--- config.mk ---
export PLATFORM = sky130hd
export DESIGN_NAME = baseband_rate_irq_config
export DESIGN_NICKNAME = d
export VERILOG_FILES = /design/src/baseband_cfg_pkg.sv /design/src/baseband_rate_irq_config.sv /design/src/spi_byte_shifter.sv
export SDC_FILE = /design/constraint.sdc
export NUM_CORES = 1
export LEC_CHECK = 0
export BUFFER_PORTS_ARGS = -buffer_cell sky130_fd_sc_hd__buf_2
export CAP_MARGIN = 20
export CORE_ASPECT_RATIO = 2
export CORE_MARGIN = 4
export CORE_UTILIZATION = 25
export DETAILED_ROUTE_END_ITERATION = 8
export GPL_ROUTABILITY_DRIVEN = 1
export SLEW_MARGIN = 0
export SYNTH_ARGS = -nofsm -noshare
export SYNTH_HDL_FRONTEND = slang
export SYNTH_SLANG_ARGS = --single-unit
export TNS_END_PERCENT = 30
--- constraint.sdc ---
create_clock -name core_clk -period 1.35 [get_ports core_clk]
set_input_delay 0.27 -clock core_clk [delete_from_list [all_inputs] [get_ports core_clk]]
set_output_delay 0.27 -clock core_clk [all_outputs]
set_load 0.05 [all_outputs]
--- src/baseband_cfg_pkg.sv ---
package baseband_cfg_pkg;
  localparam int ADDR_W = 6;
  localparam logic [ADDR_W-1:0] RATE_SELECT_ADDR = 6'h04;
  localparam logic [ADDR_W-1:0] IRQ_DRIVE_CFG_ADDR = 6'h05;
  localparam logic [7:0] RATE_SELECT_RESET = 8'h00;
  localparam logic [7:0] IRQ_DRIVE_CFG_RESET = 8'h01;
  // Writable bits; reserved bits read back as zero
  localparam logic [7:0] RATE_SELECT_MASK = 8'h07;
  localparam logic [7:0] IRQ_DRIVE_CFG_MASK = 8'h03;
  localparam int CODE_LEN_BIT = 2;
  localparam int BITS_PER_CODE_BIT = 1;
  localparam int OVERSAMPLE_BIT = 0;
  // Command byte layout
  localparam int CMD_WRITE_BIT = 7;
  localparam logic [2:0] BYTE_LAST_BIT = 3'h7;
  localparam logic [2:0] BYTE_FIRST_BIT = 3'h0;
  localparam logic [2:0] INVALID_RATE_CODE = 3'h1;
  // Raw data rates in units of 100 bit/s
  localparam int RATE_W = 10;
  localparam logic [RATE_W-1:0] RATE_DOUBLE_HBPS = 10'h271;
  localparam logic [RATE_W-1:0] RATE_32_NORMAL_HBPS = 10'h140;
  localparam logic [RATE_W-1:0] RATE_64_NORMAL_HBPS = 10'h0a0;
  localparam logic [1:0] ONE_BIT_PER_CODE = 2'h1;
  localparam logic [1:0] TWO_BITS_PER_CODE = 2'h2;

  typedef enum logic [1:0] {
    IRQ_CMOS_INVERTED,
    IRQ_CMOS,
    IRQ_OPEN_DRAIN,
    IRQ_OPEN_SOURCE
  } irq_drive_t;
endpackage : baseband_cfg_pkg

--- src/baseband_rate_irq_config.sv ---
module baseband_rate_irq_config (
  input wire logic core_clk,
  input wire logic rst_n,
  input wire logic ce,
  input wire logic spi_sel_n,
  input wire logic spi_sck,
  input wire logic spi_mosi,
  output logic spi_miso,
  output logic spi_miso_oe_n,
  input wire logic code_half_select,
  input wire logic irq_assert,
  output logic irq_out,
  output logic irq_oe_n,
  output logic code_len_32,
  output logic double_rate,
  output logic oversample_12x,
  output logic code_split,
  output logic upper_half_sel,
  output logic dual_code_ok,
  output logic [1:0] bits_per_code,
  output logic [baseband_cfg_pkg::RATE_W-1:0] raw_rate_hbps,
  output logic invalid_cfg
);
  import baseband_cfg_pkg::*;

  function automatic logic addr_hit(input logic [ADDR_W-1:0] a,
                                    input logic [ADDR_W-1:0] target);
    addr_hit = (a == target);
  endfunction : addr_hit

  logic [7:0] rate_select_reg;
  logic [7:0] irq_drive_cfg_reg;
  logic cmd_phase;
  logic write_cmd;
  logic [ADDR_W-1:0] addr;
  logic [7:0] rd_data;
  logic [7:0] rx_byte;
  logic byte_done;
  logic [7:0] next_rate_select_reg;
  logic [7:0] next_irq_drive_cfg_reg;
  logic next_cmd_phase;
  logic next_write_cmd;
  logic [ADDR_W-1:0] next_addr;
  logic [7:0] next_rd_data;

  spi_byte_shifter u_shifter (
    .core_clk(core_clk),
    .rst_n(rst_n),
    .ce(ce),
    .sel_n(spi_sel_n),
    .sck(spi_sck),
    .mosi(spi_mosi),
    .tx_byte(rd_data),
    .rx_byte(rx_byte),
    .byte_done(byte_done),
    .miso(spi_miso)
  );

  // Host port: command byte, then data bytes with auto-increment
  always_comb begin
    next_rate_select_reg = rate_select_reg;
    next_irq_drive_cfg_reg = irq_drive_cfg_reg;
    next_cmd_phase = cmd_phase;
    next_write_cmd = write_cmd;
    next_addr = addr;
    if (spi_sel_n) begin
      next_cmd_phase = 1'b1;
    end else if (byte_done) begin
      if (cmd_phase) begin
        next_cmd_phase = 1'b0;
        next_write_cmd = rx_byte[CMD_WRITE_BIT];
        next_addr = rx_byte[ADDR_W-1:0];
      end else begin
        // Reserved bits are masked off, so stray ones never stick
        if (write_cmd && addr_hit(addr, RATE_SELECT_ADDR)) begin
          next_rate_select_reg = rx_byte & RATE_SELECT_MASK;
        end
        if (write_cmd && addr_hit(addr, IRQ_DRIVE_CFG_ADDR)) begin
          next_irq_drive_cfg_reg = rx_byte & IRQ_DRIVE_CFG_MASK;
        end
        next_addr = addr + 6'h01;
      end
    end
    next_rd_data = 8'h00;
    if (addr_hit(addr, RATE_SELECT_ADDR)) begin
      next_rd_data = rate_select_reg;
    end else if (addr_hit(addr, IRQ_DRIVE_CFG_ADDR)) begin
      next_rd_data = irq_drive_cfg_reg;
    end
  end

  always_ff @(posedge core_clk) begin
    if (!rst_n) begin
      rate_select_reg <= RATE_SELECT_RESET;
      irq_drive_cfg_reg <= IRQ_DRIVE_CFG_RESET;
      cmd_phase <= 1'b1;
      write_cmd <= 1'b0;
      addr <= '0;
      rd_data <= 8'h00;
    end else if (ce) begin
      rate_select_reg <= next_rate_select_reg;
      irq_drive_cfg_reg <= next_irq_drive_cfg_reg;
      cmd_phase <= next_cmd_phase;
      write_cmd <= next_write_cmd;
      addr <= next_addr;
      rd_data <= next_rd_data;
    end
  end

  // Mode decode
  logic sel_32;
  logic sel_double;
  logic next_code_len_32;
  logic next_double_rate;
  logic next_oversample_12x;
  logic next_code_split;
  logic next_upper_half_sel;
  logic next_dual_code_ok;
  logic [1:0] next_bits_per_code;
  logic [RATE_W-1:0] next_raw_rate_hbps;
  logic next_invalid_cfg;

  always_comb begin
    sel_32 = rate_select_reg[CODE_LEN_BIT];
    sel_double = sel_32 & rate_select_reg[BITS_PER_CODE_BIT];
    next_code_len_32 = sel_32;
    next_double_rate = sel_double;
    next_code_split = sel_double;
    // 12x only in 32-chip normal rate
    next_oversample_12x = sel_32 & ~sel_double &
                          rate_select_reg[OVERSAMPLE_BIT];
    next_dual_code_ok = sel_32 & ~sel_double;
    // Both halves in use at double rate, so half select is moot
    next_upper_half_sel = sel_32 & ~sel_double & code_half_select;
    next_bits_per_code = sel_double ? TWO_BITS_PER_CODE
                                    : ONE_BIT_PER_CODE;
    if (sel_double) begin
      next_raw_rate_hbps = RATE_DOUBLE_HBPS;
    end else if (sel_32) begin
      next_raw_rate_hbps = RATE_32_NORMAL_HBPS;
    end else begin
      next_raw_rate_hbps = RATE_64_NORMAL_HBPS;
    end
    // Flag only; the device still runs 64-chip 6x
    next_invalid_cfg = (rate_select_reg[CODE_LEN_BIT:OVERSAMPLE_BIT] ==
                        INVALID_RATE_CODE);
  end

  always_ff @(posedge core_clk) begin
    if (!rst_n) begin
      code_len_32 <= 1'b0;
      double_rate <= 1'b0;
      oversample_12x <= 1'b0;
      code_split <= 1'b0;
      upper_half_sel <= 1'b0;
      dual_code_ok <= 1'b0;
      bits_per_code <= ONE_BIT_PER_CODE;
      raw_rate_hbps <= RATE_64_NORMAL_HBPS;
      invalid_cfg <= 1'b0;
    end else if (ce) begin
      code_len_32 <= next_code_len_32;
      double_rate <= next_double_rate;
      oversample_12x <= next_oversample_12x;
      code_split <= next_code_split;
      upper_half_sel <= next_upper_half_sel;
      dual_code_ok <= next_dual_code_ok;
      bits_per_code <= next_bits_per_code;
      raw_rate_hbps <= next_raw_rate_hbps;
      invalid_cfg <= next_invalid_cfg;
    end
  end

  // Interrupt pin drive
  logic next_irq_out;
  logic next_irq_oe_n;
  logic next_miso_oe_n;
  irq_drive_t drive_mode;

  always_comb begin
    drive_mode = irq_drive_t'(irq_drive_cfg_reg[1:0]);
    next_miso_oe_n = spi_sel_n;
    case (drive_mode)
      IRQ_OPEN_SOURCE: begin
        next_irq_out = 1'b1;
        next_irq_oe_n = ~irq_assert;
      end
      IRQ_OPEN_DRAIN: begin
        next_irq_out = 1'b0;
        next_irq_oe_n = ~irq_assert;
      end
      IRQ_CMOS: begin
        next_irq_out = irq_assert;
        next_irq_oe_n = 1'b0;
      end
      IRQ_CMOS_INVERTED: begin
        next_irq_out = ~irq_assert;
        next_irq_oe_n = 1'b0;
      end
      default: begin
        next_irq_out = irq_assert;
        next_irq_oe_n = 1'b0;
      end
    endcase
  end

  always_ff @(posedge core_clk) begin
    if (!rst_n) begin
      irq_out <= 1'b0;
      irq_oe_n <= 1'b0;
      spi_miso_oe_n <= 1'b1;
    end else if (ce) begin
      irq_out <= next_irq_out;
      irq_oe_n <= next_irq_oe_n;
      spi_miso_oe_n <= next_miso_oe_n;
    end
  end
endmodule : baseband_rate_irq_config

--- src/spi_byte_shifter.sv ---
module spi_byte_shifter (
  input wire logic core_clk,
  input wire logic rst_n,
  input wire logic ce,
  input wire logic sel_n,
  input wire logic sck,
  input wire logic mosi,
  input wire logic [7:0] tx_byte,
  output logic [7:0] rx_byte,
  output logic byte_done,
  output logic miso
);
  import baseband_cfg_pkg::*;

  logic sck_prev;
  logic [2:0] bit_cnt;
  logic [7:0] shift_in;
  logic [7:0] shift_out;
  logic [2:0] next_bit_cnt;
  logic [7:0] next_shift_in;
  logic [7:0] next_shift_out;
  logic [7:0] next_rx_byte;
  logic next_byte_done;
  logic rise;
  logic fall;

  assign rise = sck & ~sck_prev;
  assign fall = ~sck & sck_prev;
  assign miso = shift_out[7];

  always_comb begin
    next_bit_cnt = bit_cnt;
    next_shift_in = shift_in;
    next_shift_out = shift_out;
    next_rx_byte = rx_byte;
    next_byte_done = 1'b0;
    if (sel_n) begin
      next_bit_cnt = BYTE_FIRST_BIT;
      next_shift_out = 8'h00;
    end else begin
      if (rise) begin
        next_shift_in = {shift_in[6:0], mosi};
        next_bit_cnt = bit_cnt + 3'h1;
        if (bit_cnt == BYTE_LAST_BIT) begin
          next_rx_byte = {shift_in[6:0], mosi};
          next_byte_done = 1'b1;
        end
      end
      // Mode 0: next bit goes out on the falling edge
      if (fall) begin
        if (bit_cnt == BYTE_FIRST_BIT) begin
          next_shift_out = tx_byte;
        end else begin
          next_shift_out = {shift_out[6:0], 1'b0};
        end
      end
    end
  end

  always_ff @(posedge core_clk) begin
    if (!rst_n) begin
      sck_prev <= 1'b0;
      bit_cnt <= BYTE_FIRST_BIT;
      shift_in <= 8'h00;
      shift_out <= 8'h00;
      rx_byte <= 8'h00;
      byte_done <= 1'b0;
    end else if (ce) begin
      sck_prev <= sck;
      bit_cnt <= next_bit_cnt;
      shift_in <= next_shift_in;
      shift_out <= next_shift_out;
      rx_byte <= next_rx_byte;
      byte_done <= next_byte_done;
    end
  end
endmodule : spi_byte_shifter

==> reports/metrics.csv <==
stage,metric,value,unit
run_status,status,"finished, final reports clean",
route,vias,1911,
setup_path,crit_path_end_kind,register,
place,gp_congestion,0.770,
floorplanning,row_count,50,
timing,worst_hold_slack,0.241,ns
yosys,yosys.area.top_type,dfxtp_1,
finish,nets,322,
global_routing,grt_max_degree,21,
yosys,synth_common_cells,"dfxtp_1, nor2_1, nand2_1, a21oi_1, mux2i_1",
yosys,syn-cell-area,0.00240,mm²
timing,skew,0.00350,ns
finish,utilization,0.308,
yosys,synth_most_common_cell,dfxtp_1,
power,p_leak,1.20,nW
finish,ff_latch_area,0.00112,mm²
clocking,clockRootBuffer,clkbuf_16,
floorplanning,start_util,0.256,
timing,hold_viol,0,
finish,largest_reg_flops,8,
place,hpwl,4120,µm
yosys,synth_top_area_share,0.466,
clocking,cts_hold_buf,0,
yosys,synthTopCellsByArea,"dfxtp_1, mux2i_1, nor2_1, a21oi_1, nand2_1",
place,port_buffers,27,
clocking,clkTransAtPathRegs,0.07,ns
route,finalWirelength,5380,µm
power,vdd_drop_max,676,µV
route,via_per_inst,4.63,
flow_run,max-cap-violations,0,
clocking,htree_levels,2,
timing,finalCriticalPeriod,1.27,ns
setup_path,criticalPathCategory,register to register,
timing,max_freq,0.785,GHz
route,route.met3.wl,98,µm
finish,top_register,u_shifter.shift_out,
power,power.density,1090,mW/mm²
global_routing,overflow,0,
clocking,clock_sinks,56,
finish,area_delta_synth_final,20.3,%
yosys,synthCells,275,
clocking,cts_tree,built,
global_routing,grt_pass1_vias,1933,
yosys,synth-edff-count,0,
finish,top_regs,"u_shifter.shift_out: 8 flops, u_shifter.rx_byte: 7 flops, u_shifter.shift_in: 7 flops",
timing,fin_ws,0.0757,ns
floorplanning,die_w,77.4,µm
setup_path,start_kind,register,
yosys,synth-seq-cells,56,
timing,rsz0062_at_grt,yes,
timing,slew_viol_final,0,
place,place_ws,-0.0536,ns
setup_path,arrival,1.46,ns
route,routed.top_layer,met4,
route,wl_met2,3140,µm
route,drc,0,
clocking,clk_path_buf_depth,2,
global_routing,grt_pass1_wl,9030,µm
route,wl_met1,2010,µm
route,ant_nets,0,
route,first_iter_violations,37,
finish,drive_above_1_share,0.243,
floorplanning,core_area,0.00938,mm²
route,wl_per_cell,13.0,µm
finish,n_antenna_cell,0,
clocking,numCtsBuffers,5,
yosys,ys.flop_type,dfxtp_1,
finish,nFillCells,1010,
setup_path,crit_fanout,5,
yosys,synthArstFlopShare,0,
floorplanning,dieArea,0.0113,mm²
hold_path,hp-class,input port to register,
yosys,yosysWarnings,0,
clocking,clkLatencyLatePin,0.30,ns
global_routing,grt_usage,0.0981,
timing,finalSetupViolations,0,
route,first_pass_iters,4,
floorplanning,io_pins,31,
floorplanning,die_h,147,µm
global_routing,antenna_found_initial,0,
yosys,synth_area_per_cell,8.74,µm²
setup_path,cp.required,1.54,ns
timing,period_share,0.944,
finish,multi_input_area,0.00117,mm²
yosys,ys_seq_area_frac,0.466,
yosys,synth.distinct_cells,43,
through the flow:
step	instances	setup TNS (ns)	power, mW	instance area, µm²
2_1_floorplan	277	0	1.82	2410
3_3_place_gp	406	-0.0226	1.87	2700
3_5_place_dp	406	-0.0792	1.87	2700
4_1_cts	413	0	3.20	2860
5_1_grt	413	-0.0997	3.26	2890
6_report	413	0	3.15	2890
critical path, stage by stage, from the launching register on:
cell	delay (ns)
dfxtp_2	0.33
inv_2	0.05
ha_1	0.14
nor2b_4	0.20
nor2_1	0.07
buf_4	0.16
a22oi_2	0.17
nor2_1	0.06
metal layers:
layer  track usage  vias to the layer above
met5             0                        -
met4        0.0526                        0
met3        0.0147                        8
met2         0.193                       23
met1        0.0938                      882
li1              -                      998
path summary, 6_finish.rpt:
kind         depth (start not counted)                                  end                                 from  slack, ns
max                                  7  u_shifter.shift_out[6]$_SDFFE_PN0P_    u_shifter.bit_cnt[0]$_SDFFE_PN0P_       0.08
min                                  3   u_shifter.shift_in[0]$_SDFFE_PN0P_                             spi_mosi       0.24
max reg2reg                          7  u_shifter.shift_out[6]$_SDFFE_PN0P_    u_shifter.bit_cnt[0]$_SDFFE_PN0P_       0.08
min reg2reg                          2  u_shifter.shift_out[0]$_SDFFE_PN0P_  u_shifter.shift_out[0]$_SDFFE_PN0P_       0.46
where the power goes:
| part | leakage [nW] | switching (mW) | internal (mW) | total (mW) |
|---|---|---|---|---|
| clock | 0.0742 | 0.622 | 0.696 | 1.32 |
| combinational | 0.668 | 0.116 | 0.0554 | 0.171 |
| sequential | 0.453 | 0.00617 | 1.66 | 1.67 |
| total | 1.20 | 0.743 | 2.41 | 3.15 |
cell usage in the layout (no fill, tap or decap), types with 3 or more instances in the layout:
cell,n
dfxtp_1,53
a21oi_1,23
mux2i_1,16
conb_1,3
o21ai_0,9
a31oi_1,3
clkbuf_16,5
nor2b_1,5
nor2_1,39
nand2_1,32
buf_4,19
buf_2,27
inv_1,5
nand4_1,3
ha_1,4
dfxtp_2,3
nand3_1,14
a22oi_2,5
final cells by class:
type,count,share of cell area
tap,104,0.0450
inverter,7,0.00908
clock inverter,3,0.00778
sequential,56,0.389
timing repair buffer,47,0.103
clock buffer,5,0.0432
multi-input combinational,191,0.403
cell families (layout without fill, tap and decap cells):
kind of cell | count (synthesis) | in the layout | share of synthesized area
simple gates | 111 | 111 | 0.224
flops | 56 | 56 | 0.466
compound gates | 55 | 55 | 0.139
buf+inv | 30 | 62 | 0.0713
mux | 16 | 16 | 0.0666
fa+ha+maj | 6 | 6 | 0.0312
other cells | 1 | 3 | 0.00156
timing repair:
action,4_1_cts,5_1_grt
endpoints found under the setup margin,1,19
pin swaps,1,6
buffers inserted,0,0
gates resized for setup,4,12
Power figures use the tool's default switching activity.
